[src/srw_pkg.sv]
package srw_pkg;
  // ---------------------------------------------------------------
  // Timing
  // ---------------------------------------------------------------
  localparam int CLK_PERIOD_NS = 10;
  localparam int HOLD_TIME_MS = 200;
  localparam int HOLD_CYCLES = HOLD_TIME_MS * (1000000 / CLK_PERIOD_NS);
  localparam longint WD_PERIOD_MS = 1120;
  localparam int WD_CYCLES = int'(WD_PERIOD_MS * (1000000 / CLK_PERIOD_NS));
  localparam int DEBOUNCE_NS = 1000;
  localparam int DEBOUNCE_CYCLES = (DEBOUNCE_NS + CLK_PERIOD_NS - 1) / CLK_PERIOD_NS;
  // Float probe: drive low for 7/8 of the period, high for the last 1/8
  localparam int PROBE_NUM = 7;
  localparam int PROBE_DEN = 8;
  localparam int CNT_W = 32;
  // ---------------------------------------------------------------
  // States
  // ---------------------------------------------------------------
  typedef enum logic [1:0] {
    SRW_ASSERT = 2'b00,
    SRW_HOLD = 2'b01,
    SRW_RUN = 2'b10
  } srw_state_type;
endpackage

[src/srw_wd_if.sv]
`timescale 1ns/1ps
interface srw_wd_if;
  logic run;
  logic expire;
  modport top (output run, input expire);
  modport wd (input run, output expire);
endinterface

[src/srw_watchdog.sv]
`timescale 1ns/1ps
module srw_watchdog #(
  parameter int WD_CYCLES = srw_pkg::WD_CYCLES
) (
  input wire logic clk,
  input wire logic arst_n,
  input wire logic strobe_in,
  input wire logic probe_active,
  srw_wd_if.wd ctl
);
  localparam int W = srw_pkg::CNT_W;
  logic [W-1:0] count;
  logic last;

  // Edge detection on the strobe pin
  always_ff @(posedge clk or negedge arst_n) begin
    if (!arst_n) begin
      last <= 1'b0;
    end else begin
      last <= strobe_in;
    end
  end

  // Timeout counter, runs only out of reset, disabled while probing
  always_ff @(posedge clk or negedge arst_n) begin
    if (!arst_n) begin
      count <= '0;
      ctl.expire <= 1'b0;
    end else if (!ctl.run || probe_active) begin
      count <= '0;
      ctl.expire <= 1'b0;
    end else if (strobe_in != last) begin
      count <= '0;
      ctl.expire <= 1'b0;
    end else if (count >= W'(WD_CYCLES - 1)) begin
      ctl.expire <= 1'b1;
    end else begin
      count <= count + W'(1);
      ctl.expire <= 1'b0;
    end
  end
endmodule

[src/srw_supervisor.sv]
`timescale 1ns/1ps
// Operation
// - Hold reset 200 ms after supply rises
// - Supply low asserts reset outputs
// - Manual override low asserts reset
// - Debounce override, pulse at least 1 us
// - Hold count starts at override release
// - No strobe edge in timeout asserts reset
// - Timeout runs only while reset released
// - Strobe edge restarts full timeout
// - Expiry: hold reset, then restart watchdog
// - Floating strobe pin disables watchdog
// - Float probe: low 7/8, high 1/8
// - Hold interval between 140 and 400 ms
// - Short override glitches cause no reset
module srw_supervisor #(
  parameter bit HAS_OVERRIDE = 1'b1,
  parameter int HOLD_CYCLES = srw_pkg::HOLD_CYCLES,
  parameter int WD_CYCLES = srw_pkg::WD_CYCLES,
  parameter int DEBOUNCE_CYCLES = srw_pkg::DEBOUNCE_CYCLES
) (
  input wire logic clk,
  input wire logic arst_n,
  input wire logic supply_level,
  input wire logic manual_override_n,
  input wire logic watchdog_strobe_in,
  output logic watchdog_strobe_out,
  output logic watchdog_strobe_oe_n,
  output logic reset_out_n,
  output logic reset_out
);
  localparam int W = srw_pkg::CNT_W;
  localparam int PROBE_LOW = int'((longint'(WD_CYCLES) * srw_pkg::PROBE_NUM)
                                  / srw_pkg::PROBE_DEN);
  srw_pkg::srw_state_type state;
  logic [W-1:0] hold_count;
  logic [W-1:0] db_count;
  logic [W-1:0] probe_count;
  logic ovr_low;
  logic probe_active;
  logic driven_seen;
  logic req;
  logic next_reset_n;
  srw_wd_if wdc();

  // ---------------------------------------------------------------
  // Helpers
  // ---------------------------------------------------------------
  // Counter has reached the last cycle of a span
  function automatic logic at_last(input logic [W-1:0] cnt, input int span);
    return cnt >= W'(span - 1);
  endfunction

  // Reset may be released: running, no cause, no expiry
  function automatic logic release_ok(input srw_pkg::srw_state_type st, input logic cause,
                                      input logic expired);
    return (st == srw_pkg::SRW_RUN) && !cause && !expired;
  endfunction

  // ---------------------------------------------------------------
  // Override debounce
  // ---------------------------------------------------------------
  // Counts how long the override has stayed low
  always_ff @(posedge clk or negedge arst_n) begin
    if (!arst_n) begin
      db_count <= '0;
    end else if (!HAS_OVERRIDE || manual_override_n) begin
      db_count <= '0;
    end else if (!at_last(db_count, DEBOUNCE_CYCLES)) begin
      db_count <= db_count + W'(1);
    end
  end

  // Low level takes effect only once it has lasted; short glitches are lost
  always_ff @(posedge clk or negedge arst_n) begin
    if (!arst_n) begin
      ovr_low <= 1'b0;
    end else if (!HAS_OVERRIDE || manual_override_n) begin
      ovr_low <= 1'b0;
    end else if (at_last(db_count, DEBOUNCE_CYCLES)) begin
      ovr_low <= 1'b1;
    end
  end

  assign req = !supply_level || ovr_low;

  // ---------------------------------------------------------------
  // Reset sequencer
  // ---------------------------------------------------------------
  // Assert while cause present, then hold the full interval
  always_ff @(posedge clk or negedge arst_n) begin
    if (!arst_n) begin
      state <= srw_pkg::SRW_ASSERT;
      hold_count <= '0;
    end else begin
      case (state)
        srw_pkg::SRW_ASSERT: begin
          hold_count <= '0;
          if (!req) begin
            state <= srw_pkg::SRW_HOLD;
          end
        end
        srw_pkg::SRW_HOLD: begin
          if (req) begin
            state <= srw_pkg::SRW_ASSERT;
            hold_count <= '0;
          end else if (at_last(hold_count, HOLD_CYCLES)) begin
            state <= srw_pkg::SRW_RUN;
          end else begin
            hold_count <= hold_count + W'(1);
          end
        end
        srw_pkg::SRW_RUN: begin
          hold_count <= '0;
          if (req) begin
            state <= srw_pkg::SRW_ASSERT;
          end else if (wdc.expire) begin
            state <= srw_pkg::SRW_HOLD;
          end
        end
        default: begin
          state <= srw_pkg::SRW_ASSERT;
        end
      endcase
    end
  end

  // Watchdog only times while the reset is released
  assign wdc.run = release_ok(state, req, 1'b0);

  // ---------------------------------------------------------------
  // Outputs
  // ---------------------------------------------------------------
  // Release decision shared by both outputs
  always_comb begin
    next_reset_n = release_ok(state, req, wdc.expire);
  end

  // Active-low output
  always_ff @(posedge clk or negedge arst_n) begin
    if (!arst_n) begin
      reset_out_n <= 1'b0;
    end else begin
      reset_out_n <= next_reset_n;
    end
  end

  // Active-high output, asserted during reset in the dual variant only
  always_ff @(posedge clk or negedge arst_n) begin
    if (!arst_n) begin
      reset_out <= !HAS_OVERRIDE;
    end else begin
      reset_out <= !HAS_OVERRIDE && !next_reset_n;
    end
  end

  // ---------------------------------------------------------------
  // Float probe
  // ---------------------------------------------------------------
  // Cycles the pull; a pin that disagrees with the pull is driven
  always_ff @(posedge clk or negedge arst_n) begin
    if (!arst_n) begin
      probe_count <= '0;
      driven_seen <= 1'b0;
    end else begin
      if (at_last(probe_count, WD_CYCLES)) begin
        probe_count <= '0;
        driven_seen <= 1'b0;
      end else begin
        probe_count <= probe_count + W'(1);
        if (probe_count != '0 && probe_count != W'(PROBE_LOW)
            && watchdog_strobe_in != watchdog_strobe_out) begin
          driven_seen <= 1'b1;
        end
      end
    end
  end

  // Probe stays active until a driver is seen
  always_ff @(posedge clk or negedge arst_n) begin
    if (!arst_n) begin
      probe_active <= 1'b1;
    end else if (driven_seen) begin
      probe_active <= 1'b0;
    end else if (at_last(probe_count, WD_CYCLES)) begin
      probe_active <= 1'b1;
    end
  end

  // Pull level: low for most of the period, high for the tail
  always_ff @(posedge clk or negedge arst_n) begin
    if (!arst_n) begin
      watchdog_strobe_out <= 1'b0;
    end else begin
      watchdog_strobe_out <= probe_count >= W'(PROBE_LOW);
    end
  end

  // Pull let go once a driver is seen, applied again next period
  always_ff @(posedge clk or negedge arst_n) begin
    if (!arst_n) begin
      watchdog_strobe_oe_n <= 1'b0;
    end else begin
      watchdog_strobe_oe_n <= driven_seen;
    end
  end

  // ---------------------------------------------------------------
  // Watchdog timer
  // ---------------------------------------------------------------
  // Pulse edges from the pin; held off by probe_active when left open
  srw_watchdog #(
    .WD_CYCLES(WD_CYCLES)
  ) u_wd (
    .clk(clk),
    .arst_n(arst_n),
    .strobe_in(watchdog_strobe_in),
    .probe_active(probe_active),
    .ctl(wdc.wd)
  );
endmodule

[config.mk]
export PLATFORM = sky130hd
export DESIGN_NAME = srw_supervisor
export DESIGN_NICKNAME = d
export VERILOG_FILES = /design/src/srw_pkg.sv /design/src/srw_wd_if.sv /design/src/srw_watchdog.sv /design/src/srw_supervisor.sv
export SDC_FILE = /design/constraint.sdc
export NUM_CORES = 1
export LEC_CHECK = 0
export BUFFER_PORTS_ARGS = -buffer_cell sky130_fd_sc_hd__buf_2
export CELL_PAD_IN_SITES_DETAIL_PLACEMENT = 1
export CELL_PAD_IN_SITES_GLOBAL_PLACEMENT = 1
export CORE_ASPECT_RATIO = 2
export CORE_UTILIZATION = 40
export CTS_BUF_LIST = sky130_fd_sc_hd__clkbuf_2
export CTS_CLUSTER_DIAMETER = 50
export DETAILED_ROUTE_END_ITERATION = 12
export GPL_ROUTABILITY_DRIVEN = 0
export GPL_TIMING_DRIVEN = 0
export PLACE_DENSITY_LB_ADDON = 0.1
export SYNTH_ARGS = -nofsm -noshare
export SYNTH_HDL_FRONTEND = slang
export SYNTH_SLANG_ARGS = --single-unit
[constraint.sdc]
create_clock -name clk -period 2.72 [get_ports clk]
set_input_delay 0.136 -clock clk [delete_from_list [all_inputs] [get_ports clk]]
set_output_delay 0.136 -clock clk [all_outputs]
set_load 0.02 [all_outputs]
==> reports/metrics.yaml, run 1 <==
worst_setup_path:
  end_kind: "register"
  arrival_ns: 3.20
  crit_required_ns: 3.37
  critPathKind: "reg2reg"
  r2r_slack_ns: 0.17
  reg2reg_from: "u_wd.count[0]$_DFFE_PN0P_"
  critPathLaunchType: "register"
  critical_path.max_fanout: 10
  startpoint: "u_wd.count[0]$_DFFE_PN0P_"
layout:
  final_util_pct: 44.5
  final_cell_mix: "dfrtp_1, nand2_1, nor3_1, a21oi_1, nand3_1"
  drive_above_1_share_pct: 8.67
  nets: 770
  mostFrequentLayoutCell: "dfrtp_1"
  fin_area_um2: 7650
  syn_to_final_growth_pct: 9.53
placement:
  dpl-instance-area_um2: 7340
  io_buffer_count: 7
  place_hpwl_um: 13200
yosys:
  synth_edf_count: 0
  avgSynthCellArea_um2: 9.66
  ys_types: 62
  ys.flop_type: "dfrtp_1"
  netlist_instances: 723
  ys_ff_latch: 138
  ys_warn_count: 0
  async_flop_share_pct: 100
  synth_area_um2: 6990
  seq_area_frac_synth_pct: 49.4
sta:
  relSlewSlack_pct: 49.6
  setup_viol: 0
  finalCriticalPeriod_ns: 2.55
  worst_slew_pin_slew_ns: 0.752
  finClkSkew_ns: 0.0302
  max_freq_mhz: 392
  period_share_pct: 93.8
  slew_violations: 0
  finalHoldViolations: 0
  rsz0062_at_grt: "yes"
  hold_ws_ns: 0.145
floorplanning:
  core_area_um2: 17200
  die_x_um: 95.5
  rows: 68
  die_area_um2: 18000
  die_height_um: 189
  ios: 9
  start_util_pct: 40.7
power:
  ir_drop_v: 0.000353
  power_density_nw_per_um2: 440
  power_leakage_nw: 3.11
grt:
  grt_max_degree: 82
  first_global_vias: 6375
  grt.total_usage_pct: 22.6
  antenna_found_initial: 1
  grt_first_pass_wirelength_um: 31500
  overflow: 0
routing:
  vias_per_cell: 5.91
  first_pass_iters: 5
  routedWlPerCell_um: 19.0
  via_count: 5817
  drt.antenna.violating_nets: 0
  initialDrtViolationCount: 207
  drc: 0
  routed_wl_um: 18700
clock_tree:
  tritoncts: "yes"
  h-tree-depth: 4
  clock_path_buffers: 2
  clock_sinks: 138
  clkTransAtPathRegs_ns: 0.21
  clock_latency_ns: 0.71
  clock-root-buffer: "clkbuf_2"
  numCtsBuffers: 17
outcome:
  status: "finished, final reports clean"
run:
  drv_cap: 0
min_path:
  hp-start: "watchdog_strobe_in"
  hold_class: "in2reg"
==> repair_timing <==
| action | 4_1_cts | 5_1_grt |
|---|---|---|
| hold buffers | 6 | 0 |
| setup buffers | 0 | 0 |
| hold endpoints to repair | 179 | 0 |
| resized for setup | 0 | 3 |
| setup endpoints to repair | 0 | 19 |
==> registers in the layout, summed over array words and instances, names as in the netlist, 2 cells and up <==
signal and cells:
state 2, hold_count 32, probe_count 32, db_count 32, u_wd.count 32
==> cell usage after synthesis (3+ instances only) <==
cell type | instances | share of area [%]
nor2_1 | 30 | 1.6
o41ai_1 | 3 | 0.38
o211ai_1 | 4 | 0.43
a32oi_1 | 3 | 0.38
o31a_1 | 4 | 0.50
nand2_1 | 52 | 2.8
o21ai_0 | 11 | 0.79
inv_1 | 14 | 0.75
dfrtp_1 | 137 | 49
or2_2 | 5 | 0.45
nor4b_1 | 3 | 0.38
buf_1 | 3 | 0.16
a21oi_1 | 43 | 3.1
xor2_1 | 21 | 2.6
nand4_1 | 30 | 2.7
o31ai_1 | 28 | 3.0
nor3_1 | 44 | 3.2
xnor2_1 | 9 | 1.1
a211oi_1 | 3 | 0.32
and2_1 | 17 | 1.5
a31oi_1 | 4 | 0.36
nor4_1 | 24 | 2.1
nor2b_1 | 27 | 2.4
ha_1 | 5 | 0.90
and4_1 | 11 | 1.4
or3_1 | 7 | 0.63
mux2i_1 | 8 | 1.1
clkbuf_1 | 31 | 1.7
buf_2 | 10 | 0.72
or4_1 | 33 | 3.5
nand2b_1 | 8 | 0.72
and3_1 | 17 | 1.5
o21a_1 | 6 | 0.64
nand3_1 | 34 | 2.4
nand4b_1 | 3 | 0.38
==> cell families after synthesis <==
kind of cell,Yosys count,synth area share (%)
compound gates,123,11.7
xor+xnor,30,3.76
fa+ha+maj,5,0.895
buf+inv,61,3.58
flops,138,49.4
mux,9,1.31
other cells,1,0.0537
simple gates,356,29.2
==> routing by layer <==
metal | GRT usage, % | vias to the layer above | part of all wire [%]
li1 | - | 2746 | -
met1 | 24.4 | 2952 | 39
met3 | 4.78 | 38 | 2.1
met4 | 9.47 | 0 | 2.8
met2 | 41.4 | 81 | 56
met5 | 0 | - | 0
==> stage by stage <==
stage | setup WS (ns) | setup TNS [ns] | power, mW | std cells
6_report | 0.170 | 0 | 3.37 | 984
3_3_place_gp | -0.421 | -55.85 | 2.21 | 945
5_1_grt | -0.00933 | -0.00933 | 3.52 | 984
4_1_cts | 0.0579 | 0 | 3.43 | 984
2_1_floorplan | 0.559 | 0 | 2.15 | 728
3_5_place_dp | 0.0944 | 0 | 2.22 | 946
==> path summary, 6_finish.rpt <==
check	end	cells past startpoint
setup / recovery	u_wd.count[3]$_DFFE_PN0P_	8
hold / removal	u_wd.last$_DFF_PN0_	2
setup reg to reg	u_wd.count[3]$_DFFE_PN0P_	8
hold reg to reg	watchdog_strobe_oe_n$_DFF_PN0_	0
max in group asynchronous	probe_count[18]$_DFF_PN0_	4
min in group asynchronous	probe_active$_DFFE_PN1P_	3
==> area by class of cell <==
class	instances	area, µm²
clock inverters	15	134
fillers	1984	9530
multi-input cells	529	3320
well taps	210	263
repair buffers	14	146
diodes	1	2.50
flip-flops and latches	138	3450
inverters	14	52.6
clock buffers	17	85.1
plain buffers	46	194
==> power breakdown <==
group / internal, mW / switching [mW] / total [mW]
registers: 2.07 / 0.00897 / 2.07
clock network: 0.401 / 0.775 / 1.18
logic: 0.0337 / 0.0827 / 0.116
==> critical path, stage by stage, from the launching register on <==
cell and delay, ns:
dfrtp_1 0.47, ha_1 0.24, and2_1 0.14, clkbuf_2 0.21, a31oi_2 0.28, nor4_4 0.10, clkbuf_1 0.24, or4_2 0.66
a21oi_1 0.15
(Power assumes the default switching activity.)
==> inputs of run 2 (changes only) <==
ABC_AREA = 1   (was default)
TNS_END_PERCENT = 30   (was default)
==> run 2 against run 1 <==
  * Combinational power increased by 51%
  * Sequential power hardly changed
  * Clock-buffer cell count increased by 3
  * Area after synthesis up 15%
  * Setup slack better by 0.23 ns
  * Non-clock buffer count fell by 21
  * Sequential share of layout area down 5.7 points
  * Final cell count increased by 51%
  * Power rose by 4.7%
  * Clock power up 8%
  * Die area rose by 14%
  * Critical endpoint is now hold_count[13]$_DFFE_PN0P_
  * Largest cell class is now multi-input gates
  * Largest power group unchanged
  * Highest routed layer unchanged
==> reports/metrics.yaml, run 2 <==
floorplanning:
  die_x_um: 102  # +6.9%
  rows: 72  # +5.9%
  ios: 9  # unchanged
  core_area_um2: 19500  # +13%
  die_area_um2: 20600  # +14%
  die_height_um: 202  # +7.0%
  start_util_pct: 41.2  # +0.53 points
routing:
  vias_per_cell: 4.96  # -16%
  routedWlPerCell_um: 14.7  # -23%
  via_count: 7358  # +26%
  drt.antenna.violating_nets: 0  # unchanged
  top_layer: "met4"
  drc: 0  # unchanged
  route.met3.wl_um: 401  # +1.8%
  wl_met2_um: 12400  # +19%
  routed_wl_um: 21800  # +17%
  initialDrtViolationCount: 196  # -5.3%
  wl_met1_um: 8370  # +14%
  first_pass_iters: 4  # -1
power:
  power_leakage_nw: 4.08  # +31%
  p_int_mw: 2.56  # +2.2%
  finalPower_mw: 3.53  # +4.7%
  seq_power_share_pct: 59.1  # -2.5 points
  p_sw_uw: 969  # +12%
  power_density_nw_per_um2: 403  # -8.4%
  ir_drop_v: 0.000258  # -27%
  netSwitchingFraction_pct: 27.5  # +1.8 points
  combPwrFrac_pct: 5.0  # +1.5 points
  pwr-share-clk_pct: 35.9  # +1.0 points
yosys:
  netlist_top_cells_count: "nand2_1, nor2_1, inv_1"
  seq_area_frac_synth_pct: 43.1  # -6.3 points
  ys_types: 36  # -42%
  async_flop_share_pct: 100  # unchanged
  yosysMostFrequentCell: "nand2_1"
  avgSynthCellArea_um2: 6.84  # -29%
  ys.flop_type: "dfrtp_1"
  ys_ff_latch: 138  # unchanged
  synth_edf_count: 0  # unchanged
  netlist_instances: 1171  # +62%
  synth_area_um2: 8010  # +15%
  ys_warn_count: 0  # unchanged
  synth_top_area_share_pct: 42.8  # -6.3 points
  synth_area_leaders: "dfrtp_1, nand2_1, nor2_1"
  yosysTopAreaCell: "dfrtp_1"
sta:
  max_freq_mhz: 431  # +10%
  rsz0062_at_grt: "no"
  worst_slew_pin_slew_ns: 0.764  # +0.0116 ns
  finalCriticalPeriod_ns: 2.32  # -0.231 ns
  period_share_pct: 85.3  # -8.5 points
  finClkSkew_ns: 0.0470  # +0.0168 ns
  hold_ws_ns: 0.228  # +0.0836 ns
  setup_viol: 0  # unchanged
  slew_violations: 0  # unchanged
  relSlewSlack_pct: 48.9  # -0.72 points
  finalHoldViolations: 0  # unchanged
placement:
  dpl-instance-area_um2: 8420  # +15%
  place_inst: 1442  # +52%
  io_buffer_count: 6  # -1
  place_hpwl_um: 16900  # +28%
worst_setup_path:
  critical_path.max_fanout: 10  # unchanged
  crit_required_ns: 3.40  # +0.03 ns
  critPathLaunchType: "register"
  arrival_ns: 3.00  # -0.20 ns
  critPathKind: "reg2reg"
  end_kind: "register"
  reg2reg_depth: 13  # +5
layout:
  mostFrequentLayoutCell: "nand2_1"
  nets: 1219  # +58%
  fin_area_um2: 8750  # +14%
  drive_above_1_share_pct: 6.63  # -2.0 points
  stdcell_count: 1482  # +51%
  syn_to_final_growth_pct: 9.20
  final_cell_mix: "nand2_1, nor2_1, inv_1"
grt:
  grt_first_pass_wirelength_um: 37100  # +18%
  first_global_vias: 7863  # +23%
  overflow: 0  # unchanged
  grt_max_degree: 80  # -2.4%
  grt.total_usage_pct: 23.4  # +0.76 points
  antenna_found_initial: 1  # unchanged
clock_tree:
  clock_latency_ns: 0.80  # +0.09 ns
  numCtsBuffers: 17  # unchanged
  clock-root-buffer: "clkbuf_2"
  cts_resized: 0  # unchanged
  h-tree-depth: 4  # unchanged
  clock_sinks: 138  # unchanged
  clkTransAtPathRegs_ns: 0.24  # +0.03 ns
  tritoncts: "yes"
  cts_setup_buffers: 0  # unchanged
  cts-hold-fix-buffers: 7  # +1
  clock_path_buffers: 2  # unchanged
outcome:
  status: "finished, final reports clean"
run:
  drv_cap: 0  # unchanged
min_path:
  hold_class: "in2reg"
  min_path_cells: 3  # +1
-- run 2: cell count changes after synthesis, moves of 23 or more --
cell,delta
a21oi_1,-32
nand2_1,+285
nor2_1,+193
nor2b_1,-27
inv_1,+142
nand3_1,+92
o31ai_1,-28
clkbuf_1,-23
or4_1,-33
-- run 2: path summary, 6_finish.rpt --
kind | endpoint | slack [ns] | start
worst min register to register | watchdog_strobe_oe_n$_DFF_PN0_ | 0.45 | driven_seen$_DFFE_PN0P_
min in group asynchronous | hold_count[5]$_DFFE_PN0P_ | 0.40 | arst_n
max in group asynchronous | probe_active$_DFFE_PN1P_ | 1.87 | arst_n
worst min-delay path | db_count[9]$_DFFE_PN0P_ | 0.23 | manual_override_n
worst max register to register | hold_count[13]$_DFFE_PN0P_ | 0.40 | hold_count[0]$_DFFE_PN0P_
worst max-delay path | hold_count[13]$_DFFE_PN0P_ | 0.40 | hold_count[0]$_DFFE_PN0P_
-- run 2: cell families (layout without fill, tap and decap cells) --
| logic type | after synthesis | count (layout) | synth area share [%] |
|---|---|---|---|
| AOI/OAI and AO/OA | 42 | 42 | 2.89 |
| xor gates and xnor gates | 27 | 27 | 2.95 |
| adders and majority gates | 5 | 5 | 0.781 |
| buffers and inverters | 186 | 232 | 9.60 |
| DFF | 138 | 138 | 43.1 |
| other | 1 | 7 | 0.0468 |
| and+or+nand+nor | 772 | 772 | 40.6 |
-- run 2: cell type report --
cell class                      count  area [µm²]
Fill cell                        2619       10700
Multi-Input combinational cell    852        3810
Sequential cell                   138        3450
Inverter                          161         604
Tap cell                          259         324
Buffer                             25         165
Timing Repair Buffer               14         151
Clock inverter                     12         140
Clock buffer                       20         100
Antenna cell                        1        2.50
-- run 2: per-stage QoR --
stage | setup TNS, ns | worst slack [ns] | util, %
2_1_floorplan | 0 | 0.979 | -
3_3_place_gp | -76.35 | -0.575 | 43.1
3_5_place_dp | 0 | 0.460 | 43.3
4_1_cts | 0 | 0.359 | 45.0
5_1_grt | 0 | 0.150 | 45.0
6_report | 0 | 0.401 | 45.0
-- run 2: routing by layer --
| metal | global-route usage, % | up-vias |
|---|---|---|
| met2 | 45.0 | 58 |
| li1 | - | 3720 |
| met1 | 23.9 | 3544 |
| met3 | 4.39 | 36 |
| met5 | 0 | - |
| met4 | 8.83 | 0 |
-- run 2: power groups by stage --
stage / sequential (mW) / clock [mW] / combinational [mW]
after CTS: 2.08 / 1.35 / 0.182
final: 2.08 / 1.27 / 0.175
after global routing: 2.09 / 1.40 / 0.202
after detailed placement: 2.12 / 0 / 0.170
after global placement: 2.12 / 0 / 0.162
after floorplan: 2.12 / 0 / 0.0777
-- run 2: worst max-delay path, cell delays in order, from the launching register on --
cell,delay (ns)
dfrtp_1,0.54
ha_1,0.34
nand3_1,0.18
inv_2,0.14
nand2_2,0.09
inv_2,0.10
nand2_1,0.06
nand2_1,0.08
nand2_1,0.14
nand3_4,0.16
nand2_4,0.09
buf_6,0.16
nand2_1,0.06
nand2_1,0.05
